**src/verilog/rscl_pkg.sv**
```systemverilog
// Purpose: shared constants and carrier types for the strap configuration latch
// Assumes: mclk at 200 MHz; register bus is 32-bit Avalon-MM, byte addressed
// Notes:   the reset pin is a plain synchronous input, not a reset of this logic
package rscl_pkg;

	// clock and reset pulse timing
	localparam int CLK_PERIOD_PS      = 5000;
	localparam int FULL_RESET_MIN_NS  = 1200;
	localparam int PARTIAL_MIN_NS     = 40;
	// least times round up to whole cycles
	localparam int FULL_RESET_CYCLES  = (FULL_RESET_MIN_NS * 1000 + CLK_PERIOD_PS - 1) / CLK_PERIOD_PS;
	localparam int PARTIAL_MIN_CYCLES = (PARTIAL_MIN_NS * 1000 + CLK_PERIOD_PS - 1) / CLK_PERIOD_PS;
	localparam int LOW_COUNT_W        = 9;

	// register offsets (byte addresses)
	localparam logic [3:0] CONFIG_OFFSET = 4'h0;
	localparam logic [3:0] STATUS_OFFSET = 4'h4;

	// config register fields
	localparam int CFG_OS_LSB    = 0;
	localparam int CFG_CRC_BIT   = 4;
	localparam int CFG_BURST_BIT = 5;
	localparam int CFG_SEQ_BIT   = 6;
	localparam int CFG_RANGE_LSB = 8;
	localparam logic [31:0] CONFIG_RESET = 32'h0000_0000;
	localparam logic [31:0] CONFIG_MASK  = 32'h0000_0377;

	// status register fields
	localparam int STS_SW_MODE_BIT  = 0;
	localparam int STS_INT_REF_BIT  = 1;
	localparam int STS_SERIAL_BIT   = 2;
	localparam int STS_ONE_LINE_BIT = 3;
	localparam int STS_RANGE_LSB    = 4;
	localparam int STS_VALID_BIT    = 8;

	// avalon response codes
	localparam logic [1:0] RESP_OKAY        = 2'h0;
	localparam logic [1:0] RESP_SLAVEERROR  = 2'h2;
	localparam logic [1:0] RESP_DECODEERROR = 2'h3;

	// range/mode select value that means register-controlled operation
	localparam logic [1:0] RANGE_SEL_SW_MODE = 2'h0;

	typedef struct packed {
		logic [1:0] rangeModeSelectPins;
		logic       referenceSourceSelect;
		logic       serialParallelSelect;
		logic       serialOneLineSelect;
		logic       checkCodeEnablePin;
		logic       burstEnablePin;
		logic       sequencerEnablePin;
		logic [2:0] oversamplingRatioPins;
	} rscl_strap_s;

	typedef struct packed {
		logic       swMode;
		logic       intRefEnable;
		logic       serialIf;
		logic       oneLine;
		logic       checkCodeEn;
		logic       burst_enable_pin;
		logic       sequencer_enable_pin;
		logic [2:0] osRatio;
	} rscl_cfg_s;

	typedef struct packed {
		logic       perChannelCfg;
		logic       fullSequencer;
		logic       diagConversions;
		logic       oversampling;
		logic       checkCode;
		logic       lineModes;
		logic       registerAccess;
	} rscl_avail_s;

	localparam rscl_cfg_s CFG_DEFAULT = '0;

endpackage

```
**src/verilog/rscl_pulse_meter.sv**
```systemverilog
// Purpose: measures each low pulse on the reset pin and classifies its release
// Assumes: resetPinN is synchronous to mclk
// Notes:   pulses shorter than the partial minimum are treated as glitches
`timescale 1ns/1ps
`default_nettype none

module rscl_pulse_meter
(
	input  wire logic mclk,
	input  wire logic rst_n,
	input  wire logic resetPinN,
	output var  logic fullRelease,
	output var  logic partialRelease
);

	logic                             pinPrev_q;
	logic [rscl_pkg::LOW_COUNT_W-1:0] lowCount_q;
	logic                             rising;

	assign rising = resetPinN & ~pinPrev_q;

	always_ff @(posedge mclk)
	begin
		if (!rst_n)
			pinPrev_q <= 1'b1;
		else
			pinPrev_q <= resetPinN;
	end

	// saturate once the full reset length is reached
	always_ff @(posedge mclk)
	begin
		if (!rst_n)
			lowCount_q <= '0;
		else if (resetPinN)
			lowCount_q <= '0;
		else if (lowCount_q < rscl_pkg::LOW_COUNT_W'(rscl_pkg::FULL_RESET_CYCLES))
			lowCount_q <= lowCount_q + 1'b1;
	end

	always_ff @(posedge mclk)
	begin
		if (!rst_n)
		begin
			fullRelease    <= 1'b0;
			partialRelease <= 1'b0;
		end
		else
		begin
			fullRelease    <= rising &&
				lowCount_q >= rscl_pkg::LOW_COUNT_W'(rscl_pkg::FULL_RESET_CYCLES);
			partialRelease <= rising &&
				lowCount_q >= rscl_pkg::LOW_COUNT_W'(rscl_pkg::PARTIAL_MIN_CYCLES) &&
				lowCount_q <  rscl_pkg::LOW_COUNT_W'(rscl_pkg::FULL_RESET_CYCLES);
		end
	end

endmodule

`default_nettype wire

```
**src/verilog/rscl_config_latch.sv**
```systemverilog
// Purpose: latches strap configuration at full reset release, gates register access
// Assumes: strap and reset pins synchronous to mclk; Avalon-MM slave with waitrequest
// Notes:   rst_n clears this logic; the reset pin is the device's own reset input
//
// What this block does
// - mode chosen only at full-reset release, then held
// - range/mode pins both low selects register control
// - nonzero range/mode pins: pin control plus range
// - register control ignores later range/mode pin changes
// - mode changes only through another full reset
// - pin control: settings come from pins only
// - pin control refuses all register reads, writes
// - register control: interface, reference still from straps
// - reference pin high enables internal reference
// - reference choice ignored until next full reset
// - serial/parallel pin low parallel, high serial
// - serial: one-line pin picks one or two lines
// - interface pins ignored after latching
// - full functions in register control, restricted otherwise
// - pin control latches burst, sequencer; check, oversampling in serial only
// - partial reset keeps latched straps and registers
`timescale 1ns/1ps
`default_nettype none

module rscl_config_latch
(
	input  wire logic                  mclk,
	input  wire logic                  rst_n,
	input  wire logic                  resetPinN,
	input  wire rscl_pkg::rscl_strap_s strapPins,
	input  wire logic [3:0]            avsAddress,
	input  wire logic                  avsRead,
	input  wire logic                  avsWrite,
	input  wire logic [31:0]           avsWriteData,
	input  wire logic [3:0]            avsByteEnable,
	output var  logic [31:0]           avsReadData,
	output var  logic [1:0]            avsResponse,
	output var  logic                  avsWaitRequest,
	output var  rscl_pkg::rscl_cfg_s   activeCfg,
	output var  rscl_pkg::rscl_avail_s available,
	output var  logic [1:0]            analogRange,
	output var  logic                  configValid,
	output var  logic                  partialResetPulse
);

	typedef enum logic [1:0] {
		ST_UNCONFIGURED,
		ST_PIN_CONTROL,
		ST_REG_CONTROL
	} rscl_mode_e;

	rscl_mode_e            mode_q;
	rscl_mode_e            mode_d;
	rscl_pkg::rscl_strap_s strapDly_q;
	rscl_pkg::rscl_cfg_s   latched_q;
	rscl_pkg::rscl_cfg_s   latched_d;
	logic [31:0]           config_q;
	logic [31:0]           configMerged;
	logic [31:0]           status;
	logic                  fullRelease;
	logic                  partialRelease;
	logic                  accessAllowed;
	logic                  hitConfig;
	logic                  hitStatus;
	logic                  busTaken;

	rscl_pulse_meter u_meter
	(
		.mclk           (mclk),
		.rst_n          (rst_n),
		.resetPinN      (resetPinN),
		.fullRelease    (fullRelease),
		.partialRelease (partialRelease)
	);

	// meter pulse lags the release by one cycle, so straps are delayed to match
	always_ff @(posedge mclk)
	begin
		if (!rst_n)
			strapDly_q <= '0;
		else
			strapDly_q <= strapPins;
	end

	always_comb
	begin
		mode_d    = mode_q;
		latched_d = latched_q;
		if (fullRelease)
		begin
			if (strapDly_q.rangeModeSelectPins == rscl_pkg::RANGE_SEL_SW_MODE)
				mode_d = ST_REG_CONTROL;
			else
				mode_d = ST_PIN_CONTROL;
			latched_d              = rscl_pkg::CFG_DEFAULT;
			latched_d.swMode       = (mode_d == ST_REG_CONTROL);
			latched_d.intRefEnable = strapDly_q.referenceSourceSelect;
			latched_d.serialIf     = strapDly_q.serialParallelSelect;
			latched_d.oneLine      = strapDly_q.serialParallelSelect &
			                         strapDly_q.serialOneLineSelect;
			if (mode_d == ST_PIN_CONTROL)
			begin
				latched_d.burst_enable_pin = strapDly_q.burstEnablePin;
				latched_d.sequencer_enable_pin   = strapDly_q.sequencerEnablePin;
				// pin-controlled parallel has neither feature
				if (strapDly_q.serialParallelSelect)
				begin
					latched_d.checkCodeEn = strapDly_q.checkCodeEnablePin;
					latched_d.osRatio     = strapDly_q.oversamplingRatioPins;
				end
			end
		end
	end

	// no other path alters the mode or the latched straps; partial release is ignored
	always_ff @(posedge mclk)
	begin
		if (!rst_n)
		begin
			mode_q    <= ST_UNCONFIGURED;
			latched_q <= rscl_pkg::CFG_DEFAULT;
		end
		else
		begin
			mode_q    <= mode_d;
			latched_q <= latched_d;
		end
	end

	assign accessAllowed = (mode_q == ST_REG_CONTROL);
	assign hitConfig     = (avsAddress == rscl_pkg::CONFIG_OFFSET);
	assign hitStatus     = (avsAddress == rscl_pkg::STATUS_OFFSET);
	assign busTaken      = (avsRead | avsWrite) & ~avsWaitRequest;

	generate
		for (genvar b = 0; b < 4; b++)
		begin : g_lane
			assign configMerged[b*8 +: 8] = avsByteEnable[b] ?
				avsWriteData[b*8 +: 8] : config_q[b*8 +: 8];
		end
	endgenerate

	// full release returns registers to defaults; a partial one leaves them
	always_ff @(posedge mclk)
	begin
		if (!rst_n)
			config_q <= rscl_pkg::CONFIG_RESET;
		else if (fullRelease)
			config_q <= rscl_pkg::CONFIG_RESET;
		else if (busTaken && avsWrite && hitConfig && accessAllowed)
			config_q <= configMerged & rscl_pkg::CONFIG_MASK;
	end

	always_comb
	begin
		status = '0;
		status[rscl_pkg::STS_SW_MODE_BIT]  = latched_q.swMode;
		status[rscl_pkg::STS_INT_REF_BIT]  = latched_q.intRefEnable;
		status[rscl_pkg::STS_SERIAL_BIT]   = latched_q.serialIf;
		status[rscl_pkg::STS_ONE_LINE_BIT] = latched_q.oneLine;
		status[rscl_pkg::STS_RANGE_LSB +: 2] = analogRange;
		status[rscl_pkg::STS_VALID_BIT]    = configValid;
	end

	// one wait cycle per access: waitrequest drops for exactly one cycle
	always_ff @(posedge mclk)
	begin
		if (!rst_n)
			avsWaitRequest <= 1'b1;
		else if ((avsRead | avsWrite) && avsWaitRequest)
			avsWaitRequest <= 1'b0;
		else
			avsWaitRequest <= 1'b1;
	end

	always_ff @(posedge mclk)
	begin
		if (!rst_n)
		begin
			avsReadData <= '0;
			avsResponse <= rscl_pkg::RESP_OKAY;
		end
		else if ((avsRead | avsWrite) && avsWaitRequest)
		begin
			avsReadData <= '0;
			if (!hitConfig && !hitStatus)
				avsResponse <= rscl_pkg::RESP_DECODEERROR;
			else if (!accessAllowed)
				avsResponse <= rscl_pkg::RESP_SLAVEERROR;
			else
			begin
				avsResponse <= rscl_pkg::RESP_OKAY;
				if (avsRead)
					avsReadData <= hitConfig ? config_q : status;
			end
		end
	end

	// effective settings: pins in pin control; in register control, register fields plus strapped interface and reference
	always_ff @(posedge mclk)
	begin
		if (!rst_n)
		begin
			activeCfg   <= rscl_pkg::CFG_DEFAULT;
			analogRange <= '0;
		end
		else if (mode_q == ST_REG_CONTROL)
		begin
			activeCfg             <= latched_q;
			activeCfg.osRatio     <= config_q[rscl_pkg::CFG_OS_LSB +: 3];
			activeCfg.checkCodeEn <= config_q[rscl_pkg::CFG_CRC_BIT];
			activeCfg.burst_enable_pin     <= config_q[rscl_pkg::CFG_BURST_BIT];
			activeCfg.sequencer_enable_pin       <= config_q[rscl_pkg::CFG_SEQ_BIT];
			analogRange           <= config_q[rscl_pkg::CFG_RANGE_LSB +: 2];
		end
		else
		begin
			activeCfg   <= latched_q;
			// range pins stay live in pin control; mode is not re-read from them
			analogRange <= (mode_q == ST_PIN_CONTROL) ? strapPins.rangeModeSelectPins : 2'h0;
		end
	end

	always_ff @(posedge mclk)
	begin
		if (!rst_n)
			available <= '0;
		else
		begin
			available.perChannelCfg   <= (mode_q == ST_REG_CONTROL);
			available.fullSequencer   <= (mode_q == ST_REG_CONTROL);
			available.diagConversions <= (mode_q == ST_REG_CONTROL);
			available.registerAccess  <= accessAllowed;
			available.oversampling    <= (mode_q == ST_REG_CONTROL) ||
			                             (mode_q == ST_PIN_CONTROL && latched_q.serialIf);
			available.checkCode       <= (mode_q == ST_REG_CONTROL) ||
			                             (mode_q == ST_PIN_CONTROL && latched_q.serialIf);
			available.lineModes       <= (mode_q != ST_UNCONFIGURED) && latched_q.serialIf;
		end
	end

	always_ff @(posedge mclk)
	begin
		if (!rst_n)
		begin
			configValid       <= 1'b0;
			partialResetPulse <= 1'b0;
		end
		else
		begin
			configValid       <= (mode_q != ST_UNCONFIGURED);
			partialResetPulse <= partialRelease;
		end
	end

endmodule

`default_nettype wire

```
**config.mk**
```make
export PLATFORM = sky130hd
export DESIGN_NAME = rscl_config_latch
export DESIGN_NICKNAME = d
export VERILOG_FILES = /design/src/verilog/rscl_pkg.sv /design/src/verilog/rscl_pulse_meter.sv /design/src/verilog/rscl_config_latch.sv
export SDC_FILE = /design/constraint.sdc
export NUM_CORES = 1
export LEC_CHECK = 0
export BUFFER_PORTS_ARGS = -buffer_cell sky130_fd_sc_hd__buf_2
export CORE_MARGIN = 1.5
export CORE_UTILIZATION = 40
export CTS_BUF_LIST = sky130_fd_sc_hd__clkbuf_8
export DETAILED_ROUTE_END_ITERATION = 7
export PLACE_DENSITY = 0.75
export REMOVE_ABC_BUFFERS = 1
export SYNTH_ARGS = -nofsm -noshare
export SYNTH_HDL_FRONTEND = slang
export SYNTH_SLANG_ARGS = --single-unit
```
**constraint.sdc**
```tcl
create_clock -name mclk -period 3.6 [get_ports mclk]
set_input_delay 0.36 -clock mclk [delete_from_list [all_inputs] [get_ports mclk]]
set_output_delay 0.36 -clock mclk [all_outputs]
set_load 0.005 [all_outputs]
```
# Yosys cells after proc, flatten, opt, wreduce, memory -nomap -nowiden
# Cells that the tools add are included.
[op_classes]
n_shift = 0
n_mux = 15
n_div = 0
n_eq_ne = 5
n_bitwise = 7
n_mul = 0
reduce_logical = 20
add_sub_neg = 1
order_cmp = 3
[ops]
columns = ["operator", "count"]
rows = [
  ["10-bit 2-to-1 mux", 4],
  ["2-bit 2-to-1 mux", 6],
  ["6-bit 2-to-1 mux", 2],
  ["1-bit logical AND", 10],
  ["9-bit by 1-bit adder with 9-bit output (second input constant)", 1],
  ["9-bit by 4-bit >= comparator with 1-bit output (second input constant)", 1],
  ["9-bit by 8-bit >= comparator with 1-bit output (second input constant)", 1],
  ["9-bit by 8-bit < comparator with 1-bit output (second input constant)", 1],
  ["2-bit by 1-bit equality test with 1-bit output (second input constant)", 2],
  ["2-bit equality test (second input constant)", 2],
  ["4-bit by 3-bit equality test with 1-bit output (second input constant)", 1],
  ["4-bit zero test", 1],
  ["2-bit AND reduction", 2],
  ["2-bit OR reduction", 2],
  ["1-bit AND", 3],
  ["3-bit 2-to-1 mux", 1],
  ["1-bit inverter", 3],
  ["1-bit zero test", 2],
  ["2-bit zero test", 1],
  ["1-bit 2-to-1 mux", 2],
  ["2-bit nonzero test", 1],
  ["1-bit logical OR", 1],
  ["1-bit OR", 1],
]
[totals]
ramBits = 0
n_memories = 0
latch_bits = 0
inputBits = 56
register_bits = 95
romBits = 0
out_inout_bits = 56

# Logic depth before layout (Yosys ltp)
# Gate-level depths: netlist of run 1.
[logic_depth]
depth_word = 6
mapped_depth = 5
ltp_nobuf = 4

# Cells and area by module
# From an unflattened synthesis of run 1, not the netlist that was laid out.
[unflattened]
hier_cells = 293
hier_area_um2 = 2831.5
[modules_own_cells]
columns = ["mod", "seq_area_each_um2", "n_inst", "area_per_inst_um2", "cells_each"]
rows = [
  ["rscl_config_latch", 1181.1, 1, 2319.7, 237],
  ["rscl_pulse_meter", 240.2, 1, 511.7, 56],
]

# Worst setup path after synthesis of run 1
# No wires, ideal clock.
[synth_path]
kind = "input port to flip-flop"
start = "input port avsAddress[2]"
end = "register config_q[0]"
required_ns = 3.477
path_stages = 4
path_slack_ns = 2.269
setup_time_ns = 0.123
path_buffers = 1
arrival_ns = 1.208
cell_sequence = "nor4_1 buf_2 nand3_2 mux2i_1"
[synth_between]
elab_chain_len = 4
[synth_lines]
columns = ["element", "line_no", "rtl"]
rows = [
  ["from (decl)", "rscl_config_latch.sv:31", "input wire logic [3:0] avsAddress,"],
  ["4-bit zero test", "rscl_config_latch.sv:131", "assign hitConfig = (avsAddress == rscl_pkg::CONFIG_OFFSET);"],
  ["1-bit logical AND (2 in series)", "rscl_config_latch.sv:150", "else if (busTaken && avsWrite && hitConfig && accessAllowed)"],
  ["2-bit AND reduction (no source line)", "-", ""],
  ["to (signal assigned)", "rscl_config_latch.sv:147", "config_q <= rscl_pkg::CONFIG_RESET;"],
  ["to (signal assigned)", "rscl_config_latch.sv:149", "config_q <= rscl_pkg::CONFIG_RESET;"],
  ["to (signal assigned)", "rscl_config_latch.sv:151", "config_q <= configMerged & rscl_pkg::CONFIG_MASK;"],
  ["to (decl)", "rscl_config_latch.sv:57", "logic [31:0] config_q;"],
]
# No other way between the ends.
# A chain may end at the register's enable or synchronous reset.

# Final worst setup path of run 1
[layout_path]
start = "register mode_q[1]"
end = "register config_q[5]"
[layout_between]
elab_chain_len = 3
[layout_lines]
columns = ["element", "line_no", "rtl"]
rows = [
  ["from (decl)", "rscl_config_latch.sv:52", "rscl_mode_e mode_q;"],
  ["from (signal assigned)", "rscl_config_latch.sv:125", "mode_q <= mode_d;"],
  ["2-bit equality test", "rscl_config_latch.sv:130", "assign accessAllowed = (mode_q == ST_REG_CONTROL);"],
  ["1-bit logical AND", "rscl_config_latch.sv:150", ""],
  ["2-bit AND reduction (no source line)", "-", ""],
]
# No other way between the ends.

==> metrics.txt, run 1 <==
r2r startpoint mode_q[1]$_SDFFE_PN0P_; Core ar. roughly 6800 µm²; Worst R2R Path Depth 3; register area share after synthesis 50.4%; DP Worst Slack 1.89 ns; Syn Inst Count 296; Synth area leader dfxtp_1; share of the synthesized area in the top cell type 50.4%; R2R Path End config_q[5]$_SDFFE_PP0P_; largest net degree at the start of global routing 52; Reg2Reg Setup Slack 2.00 ns; status finished clean; Mapped Area between 2000 and 3000 µm²; antenna violations before repair 0; met2 WL 2610 µm; # hold bufs at CTS 0; Worst Setup EP config_q[5]$_SDFFE_PP0P_; CTS Root Cell clkbuf_8; # rows 30; P&R area growth vs syn 18.3%; vias in the first global route about 1900; Seq cells post-synth 71; initial cell density of the core around 41%; final WL 5470 µm; Async SR Flop Fraction 0%; final-report max-slew violation count 0; Data arrival, critical path 1.83 ns; power density over cell area 474 nW/µm²; Nets 413; most frequent cell after synthesis dfxtp_1; grt total ovfl 0; Least-Margin Pin Slew 0.743 ns; mean post-synth cell area 9.52 µm²; Post-synth EDFFs 0; Slew HR 50.4%; CTS tree done; Clock Latency Late Sink 0.34 ns; Routed Antenna Nets 0; Synth Flop Type dfxtp_1; Die Wd 86.9 µm; Inst Count DP 440; startpoint types register; DRT met1 WL 2480 µm; Worst VDD drop approximately 0.00026 V; Die Span Y just under 90 µm; f_max 0.626 GHz; Via density 4.68; DRC 0; Setup crit end kind register; Static Leakage 1.46 nW; Post-synth top cells 71 x dfxtp_1, 43 x nand2_1, 27 x buf_4; critical path class register to register; Max Clock Skew 0.0104 ns; # resized after CTS 0; H-tree levels 3; n_diodes 0; met3 wire length 297 µm; Placer Congestion 0.789; CTS sink count 71; fin crit period around 1.6 ns; Crit. Startpoint mode_q[1]$_SDFFE_PN0P_; clock transition at the registers of the reported paths 0.08 ns; WP data required 3.83 ns; Die Area 7560 µm²; RSZ-0062 raised after global routing no; Final WS setup 2.00 ns; Overall Global Routing Usage 15.2%; setup TNS 0 ns; final setup vio count 0; Finished Layout Cells around 460; # Max-Cap Violations 0; PortBufs 62; initial DRC count 96; Area after DPL 3110 µm²; Post-CTS Setup Bufs 0; num ports 112; Worst Hold Slack approximately 0.22 ns; first-pass GRT wire length between 8000 and 9000 µm; WL per Instance 12.0 µm; top cells by area, synth dfxtp_1 50%, buf_4 7.2%, mux2i_1 6.0%, nand2_1 5.7%, and2_1 4.9%; HP Class input port to register; Max FO, Critical Path 10; period utilisation layout 44.4%; synth warn 0; synth unique cells 40; Max Used Layer met4; Pre-antenna DRT Iters 4; hpwl dp 3790 µm; total CTS buffers 9; Finished Cell Area 3330 µm²; CTS Buffer Depth 2; final hold violation count 0; layout cells sized above 1 23.6%; vias about 2100
## worst min-delay path by stage
stage,startpoint,depth (start not counted),to,slack (ns)
after floorplan,u_meter.partialRelease$_SDFF_PN0_,1,partialResetPulse$_SDFF_PN0_,0.41
after global placement,u_meter.partialRelease$_SDFF_PN0_,1,partialResetPulse$_SDFF_PN0_,0.42
after detailed placement,u_meter.partialRelease$_SDFF_PN0_,1,partialResetPulse$_SDFF_PN0_,0.43
after CTS,strapPins[6],2,strapDly_q[6]$_SDFF_PN0_,0.21
after global routing,strapPins[6],2,strapDly_q[6]$_SDFF_PN0_,0.21
final,strapPins[6],2,strapDly_q[6]$_SDFF_PN0_,0.22
## flip-flops by register name, summed over array words and instances, names as in the netlist
name,cells
strapDly_q,11
activeCfg,10
avsReadData,9
latched_q,9
u_meter.lowCount_q,9
config_q,8
available,3
analogRange,2
avsResponse,2
mode_q,2
avsWaitRequest,1
configValid,1
partialResetPulse,1
u_meter.fullRelease,1
u_meter.partialRelease,1
u_meter.pinPrev_q,1
## kinds of logic after synthesis
kind of cell,count (synthesis),synth area share (%)
compound gates,45,11.3
fa+ha+maj,2,0.888
buf+inv,45,9.68
flops,71,50.4
mux,17,6.04
other cells,1,0.133
simple gates,115,21.5
## per-layer routing
layer  vias to the layer above  global-route usage (%)
met2                        70                    25.4
li1                       1077                       -
met4                         0                    8.80
met5                         -                       0
met1                       978                    17.8
met3                         7                    3.51
## layout make-up
| class | instances | area, µm² |
|---|---|---|
| Fill cell | 648 | 3460 |
| Sequential cell | 71 | 1420 |
| Multi-Input combinational cell | 202 | 1210 |
| Timing Repair Buffer | 64 | 325 |
| Clock buffer | 10 | 138 |
| Tap cell | 96 | 120 |
| Clock inverter | 6 | 91.3 |
| Inverter | 7 | 26.3 |
## through the flow
step	utilization [%]	power (mW)
detailed placement	45.7	0.884
finish	49.1	1.58
floorplan	-	0.849
global route	49.1	1.64
CTS	49.1	1.60
global placement	45.7	0.883
## worst max-delay path: stages, from the launching register on
cell      delay (ns)
dfxtp_1         0.52
nor4bb_1        0.50
nand3_2         0.29
mux2i_1         0.18
## where the power goes
| group | internal [mW] | total [mW] | switching, mW |
|---|---|---|---|
| sequential | 0.796 | 0.801 | 0.00531 |
| combinational | 0.0268 | 0.0648 | 0.0380 |
| clock | 0.414 | 0.715 | 0.301 |
## cell usage in the layout (no fill, tap or decap), drive strengths merged, types with 2 or more instances in the layout
cell,n
dfxtp,71
buf,64
nand2,43
conb,23
and2,22
mux2i,17
nand3,15
a21boi,10
clkbuf,10
o21ai,10
inv,9
nor2b,8
a21oi,6
nor3,4
nor2,4
a22o,4
or4,4
nand4,3
o21a,3
nor4,3
and4b,2
o211a,2
nand3b,2
nand2b,2
o22ai,2
a22oi,2
o31ai,2
ha,2
bufinv,2
clkinv,2
(Power assumes the default switching activity.)
==> run 2: changes to the inputs <==
==> constraint.sdc (replaced) <==
create_clock -name mclk -period 1.65 [get_ports mclk]
set_input_delay 0.165 -clock mclk [delete_from_list [all_inputs] [get_ports mclk]]
set_output_delay 0.165 -clock mclk [all_outputs]
set_load 0.005 [all_outputs]
==> run 2 against run 1 <==
Compared with the run above: worst hold slack got worse by 0.20 ns; first-iteration DRC count is 2.1% lower; non-clock buffer count increased by 7; total power up 130%; wire length is 0.53% higher; global-route usage decreased by 0.19 points; maximum frequency is 12% higher; combinational power up 130%; critical path type unchanged.
==> metrics.txt, run 2 (synthesis results as in run 1) <==
H-tree levels 3 (unchanged); Multi-input gate area 1210 µm² (unchanged); power density over cell area 1040 nW/µm² (+120%); num ports 112 (unchanged); # resized after CTS 0 (unchanged); Slew HR 59.4% (+9.1 points); hpwl dp 4020 µm (+6.1%); Die Area 7560 µm² (unchanged); setup TNS 0 ns (unchanged); register area 1420 µm² (unchanged); antenna violations before repair 0 (unchanged); f_max 0.698 GHz (+12%); n_diodes 0 (unchanged); largest register by flop count strapDly_q; Clk pwr share 46.7% (+1.5 points); final setup vio count 0 (unchanged); RSZ-0062 raised after global routing no; Via density 4.71 (+0.75%); Finished Cell Area 3410 µm² (+2.4%); Sw Ratio 21.1% (-0.71 points); initial cell density of the core 41.5% (unchanged); critical path class register to register; most frequent cells in the layout 71 x dfxtp_1, 62 x buf_2, 43 x nand2_1; Max FO, Critical Path 7 (-3); max reg flops 11 (unchanged); layout cells sized above 1 25.1% (+1.5 points); P&R area growth vs syn 21.2%; Max Clock Skew 0.00939 ns (-0.00102 ns); HP Class input port to register; WP data required 1.92 ns (-1.91 ns); vias in the first global route 1866 (-3.6%); Placer Congestion 0.816 (+3.5%); Die Wd 86.9 µm (unchanged); fin crit period 1.43 ns (-0.165 ns); Pre-antenna DRT Iters 4 (unchanged); # rows 30 (unchanged); largest net degree at the start of global routing 24 (-54%); Core ar. 6790 µm² (unchanged); PortBufs 62 (unchanged); Routed Antenna Nets 0 (unchanged); clock transition at the registers of the reported paths 0.07 ns (about the same); final-report max-slew violation count 0 (unchanged); Data arrival, critical path 1.70 ns (-0.13 ns); startpoint types register; combinational share of power 4.2% (about the same); share of power burned in registers 49.1% (-1.6 points); first-pass GRT wire length 8690 µm (-0.47%); Area after DPL 3170 µm² (+2.1%); Overall Global Routing Usage 15.0% (-0.19 points); Worst VDD drop 0.000356 V (+39%); P_sw 0.750 mW (+120%); Nets 420 (+1.7%); status finished clean; CTS tree done; grt total ovfl 0 (unchanged); # Max-Cap Violations 0 (unchanged); Setup crit end kind register; internal power 2.81 mW (+130%); most common cell after layout, fill and taps aside dfxtp_1; Least-Margin Pin Slew 0.604 ns (-0.139 ns); Static Leakage 1.50 nW (+2.9%); DRC 0 (unchanged); final WL 5500 µm (+0.53%); initial DRC count 94 (-2.1%); Top Registers strapDly_q (11), activeCfg (10); WL per Instance 11.9 µm (-0.99%); Clock Latency Late Sink 0.34 ns (about the same); period utilisation layout 86.8% (+42 points); total CTS buffers 9 (unchanged); CTS Root Cell clkbuf_8; # hold bufs at CTS 0 (unchanged); CTS Buffer Depth 2 (unchanged); CTS sink count 71 (unchanged); fillers 633 (-2.3%); final hold violation count 0 (unchanged); Die Span Y 86.9 µm (unchanged); vias 2181 (+2.3%); Post-CTS Setup Bufs 0 (unchanged)
run 2: cell count changes in the layout (fill, tap and decap cells not counted), sizes merged:
cell      before  now
buf           64   71
bufinv         2    3
clkbuf        10    9
clkinvlp       0    1
inv            9    8
run 2: path summary, 6_finish.rpt:
kind,startpoint,end,slack (ns),cells past startpoint
setup / recovery,u_meter.lowCount_q[6]$_SDFFE_PP0N_,u_meter.lowCount_q[5]$_SDFFE_PP0N_,0.22,3
hold / removal,strapPins[0],strapDly_q[0]$_SDFF_PN0_,0.03,2
setup reg to reg,u_meter.lowCount_q[6]$_SDFFE_PP0N_,u_meter.lowCount_q[5]$_SDFFE_PP0N_,0.22,3
hold reg to reg,u_meter.partialRelease$_SDFF_PN0_,partialResetPulse$_SDFF_PN0_,0.44,1
run 2: critical path, stage by stage (launching register included):
cell and delay, ns:
dfxtp_1 0.38, a41o_4 0.32, or4_1 0.49, a21oi_1 0.17
run 2: power groups by stage:
stage                     Sequential, mW  Combinational (mW)  Clock (mW)
final                               1.75               0.149        1.66
after global routing                1.75               0.167        1.76
after CTS                           1.75               0.149        1.69
after detailed placement            1.79               0.148           0
after global placement              1.79               0.145           0
after floorplan                     1.79              0.0658           0
run 2: area by class of cell:
class / instances / share of cell area [%]
clock inverter: 7 / 3.52
sequential: 71 / 41.6
multi-input combinational: 202 / 35.5
tap: 96 / 3.52
clock buffer: 9 / 3.63
inverter: 7 / 0.770
timing repair buffer: 71 / 11.4
run 2: metal layers:
metal,up-vias,track usage [%],share of wire (%)
met5,-,0,0
met1,1008,18.3,46
met2,74,24.0,46
met3,9,6.26,7.0
met4,0,4.84,1.3
li1,1090,-,-
run 2: stage by stage:
step / worst slack (ns) / power (mW) / std cells / hold slack [ns] / util, %
final: 0.217 / 3.56 / 463 / 0.0257 / 50.3
after global routing: 0.139 / 3.68 / 463 / 0.00238 / 50.3
after detailed placement: 0.235 / 1.94 / 447 / 0.376 / 46.7
after floorplan: -0.557 / 1.85 / 280 / 0.227 / -
after global placement: 0.282 / 1.93 / 447 / 0.372 / 46.7
after CTS: 0.230 / 3.59 / 463 / 0.0113 / 50.3
==> run 3: changes to the inputs <==
--- a/config.mk
+++ b/config.mk
@@ -6,11 +6,13 @@
 export NUM_CORES = 1
 export LEC_CHECK = 0
 export BUFFER_PORTS_ARGS = -buffer_cell sky130_fd_sc_hd__buf_2
+export CELL_PAD_IN_SITES_DETAIL_PLACEMENT = 0
+export CELL_PAD_IN_SITES_GLOBAL_PLACEMENT = 1
 export CORE_MARGIN = 1.5
-export CORE_UTILIZATION = 40
+export CORE_UTILIZATION = 36
 export CTS_BUF_LIST = sky130_fd_sc_hd__clkbuf_8
 export DETAILED_ROUTE_END_ITERATION = 7
-export PLACE_DENSITY = 0.75
+export PLACE_DENSITY = 0.88
 export REMOVE_ABC_BUFFERS = 1
 export SYNTH_ARGS = -nofsm -noshare
 export SYNTH_HDL_FRONTEND = slang
==> run 3 against run 2 <==
Compared with the run above: global-route usage down 0.62 points; critical path depth up 1; clock-buffer cell count up 1; cell count up 1.9%; utilization down 5.5 points; register-to-register slack better by 0.04 ns; critical endpoint is now config_q[1]$_SDFFE_PP0P_; die area up 11%; maximum frequency up 3.0%; clock power down 8%; largest cell class unchanged; largest power group unchanged.
==> metrics.txt, run 3 (synthesis results as in run 1) <==
final WL 5780 µm (+5.3%); Core ar. 7650 µm² (+13%); Clk pwr share 44.4% (-2.3 points); H-tree levels 3 (unchanged); CTS sink count 71 (unchanged); f_max 0.719 GHz (+3.0%); WP data required 1.88 ns (-0.04 ns); Placer Congestion 0.837 (+2.5%); fin crit period 1.39 ns (-0.0411 ns); critical path class register to register; most frequent cells in the layout 71 x dfxtp_1, 62 x buf_2, 43 x nand2_1; Clock Latency Late Sink 0.35 ns (about the same); # resized after CTS 0 (unchanged); Nets 423 (+0.71%); Routed Antenna Nets 0 (unchanged); Setup crit end kind register; final-report max-slew violation count 0 (unchanged); CTS tree done; Slew HR 60.7% (+1.3 points); # hold bufs at CTS 0 (unchanged); clock transition at the registers of the reported paths 0.07 ns (about the same); Final WS setup 0.259 ns (+0.0411 ns); Worst VDD drop 0.000339 V (-5.0%); # Max-Cap Violations 0 (unchanged); n_diodes 0 (unchanged); status finished clean; vias in the first global route 1968 (+5.5%); largest register by flop count strapDly_q; Worst Hold Slack 0.0218 ns (-0.00384 ns); combinational share of power 4.4% (+0.2 points); most common cell after layout, fill and taps aside dfxtp_1; CTS Root Cell clkbuf_8; HP Class input port to register; Overall Global Routing Usage 14.4% (-0.62 points); CTS Buffer Depth 2 (unchanged); startpoint types register; antenna violations before repair 0 (unchanged); largest net degree at the start of global routing 23 (-4.2%); P_sw 0.732 mW (-2.4%); Pre-antenna DRT Iters 4 (unchanged); final setup vio count 0 (unchanged); first-pass GRT wire length 9210 µm (+6.0%); Data arrival, critical path 1.62 ns (-0.08 ns); Post-CTS Setup Bufs 0 (unchanged); vias 2166 (-0.69%); Die Wd 91.5 µm (+5.2%); period utilisation layout 84.3% (-2.5 points); initial cell density of the core 36.8% (-4.6 points); DRC 0 (unchanged); RSZ-0062 raised after global routing no; fillers 760 (+20%); Multi-input gate area 1210 µm² (unchanged); Max Clock Skew 0.00957 ns (+0.000175 ns); WL per Instance 12.3 µm (+3.3%); share of power burned in registers 51.1% (+2.0 points); P&R area growth vs syn 21.4%; final hold violation count 0 (unchanged); Least-Margin Pin Slew 0.585 ns (-0.0189 ns); max reg flops 11 (unchanged); layout cells sized above 1 25.7% (+0.61 points); num ports 112 (unchanged); Top Registers strapDly_q (11), activeCfg (10); Via density 4.59 (-2.6%); # rows 32 (+6.7%); register area 1420 µm² (unchanged); power density over cell area 1000 nW/µm² (-4.1%); grt total ovfl 0 (unchanged); PortBufs 62 (unchanged); Static Leakage 1.51 nW (+0.79%); DP Worst Slack 0.276 ns (+0.0412 ns); total CTS buffers 9 (unchanged); Max FO, Critical Path 6 (-1); Sw Ratio 21.4% (+0.33 points); internal power 2.69 mW (-4.3%); Die Span Y 91.5 µm (+5.2%); Die Area 8370 µm² (+11%); hpwl dp 4180 µm (+4.0%); initial DRC count 89 (-5.3%)
run 3: changes by cell type in the layout (fill, tap and decap cells not counted):
cell and change:
inv_6 -1, buf_4 +3, clkbuf_8 +1, clkinvlp_4 -1
bufinv_16 -1, clkinv_2 +2
run 3: routing by layer:
| layer | routed length (µm) | global-route usage [%] | up-vias |
|---|---|---|---|
| li1 | - | - | 1094 |
| met1 | 2630 | 17.7 | 990 |
| met2 | 2690 | 22.5 | 75 |
| met3 | 408 | 5.53 | 7 |
| met4 | 58 | 5.99 | 0 |
| met5 | 0 | 0 | - |
run 3: metrics by stage:
stage	cells	instance area [µm²]	total power, mW	utilization, %	setup TNS, ns
3_3_place_gp	456	3200	1.94	41.9	0
6_report	472	3420	3.42	44.7	0
5_1_grt	472	3420	3.57	44.7	0
4_1_cts	472	3420	3.45	44.7	0
2_1_floorplan	280	2650	1.85	-	-6.38
3_5_place_dp	456	3200	1.94	41.9	0
run 3: power by group through the flow:
| stage | logic, mW | registers (mW) | clock network [mW] |
|---|---|---|---|
| after detailed placement | 0.152 | 1.79 | 0 |
| after floorplan | 0.0658 | 1.79 | 0 |
| after global routing | 0.171 | 1.75 | 1.65 |
| after CTS | 0.153 | 1.75 | 1.55 |
| final | 0.152 | 1.75 | 1.52 |
| after global placement | 0.150 | 1.79 | 0 |
run 3: final timing paths:
| path | from | to | slack (ns) | cells past startpoint |
|---|---|---|---|---|
| setup / recovery | avsWaitRequest$_SDFF_PN1_ | config_q[1]$_SDFFE_PP0P_ | 0.26 | 4 |
| hold / removal | strapPins[0] | strapDly_q[0]$_SDFF_PN0_ | 0.02 | 2 |
| setup reg to reg | avsWaitRequest$_SDFF_PN1_ | config_q[1]$_SDFFE_PP0P_ | 0.26 | 4 |
| hold reg to reg | u_meter.partialRelease$_SDFF_PN0_ | partialResetPulse$_SDFF_PN0_ | 0.44 | 1 |
run 3: area by class of cell:
type / count / area share (%)
Inverter: 7 / 0.768
Multi-Input combinational cell: 202 / 35.4
Sequential cell: 71 / 41.5
Clock inverter: 6 / 2.45
Timing Repair Buffer: 74 / 12.1
Tap cell: 102 / 3.73
Clock buffer: 10 / 4.02
run 3: critical path, cell delays in order, from the launching register on:
cell and delay (ns):
dfxtp_1 0.36, nor4bb_1 0.35, buf_4 0.20, nand3_2 0.20, mux2i_1 0.17
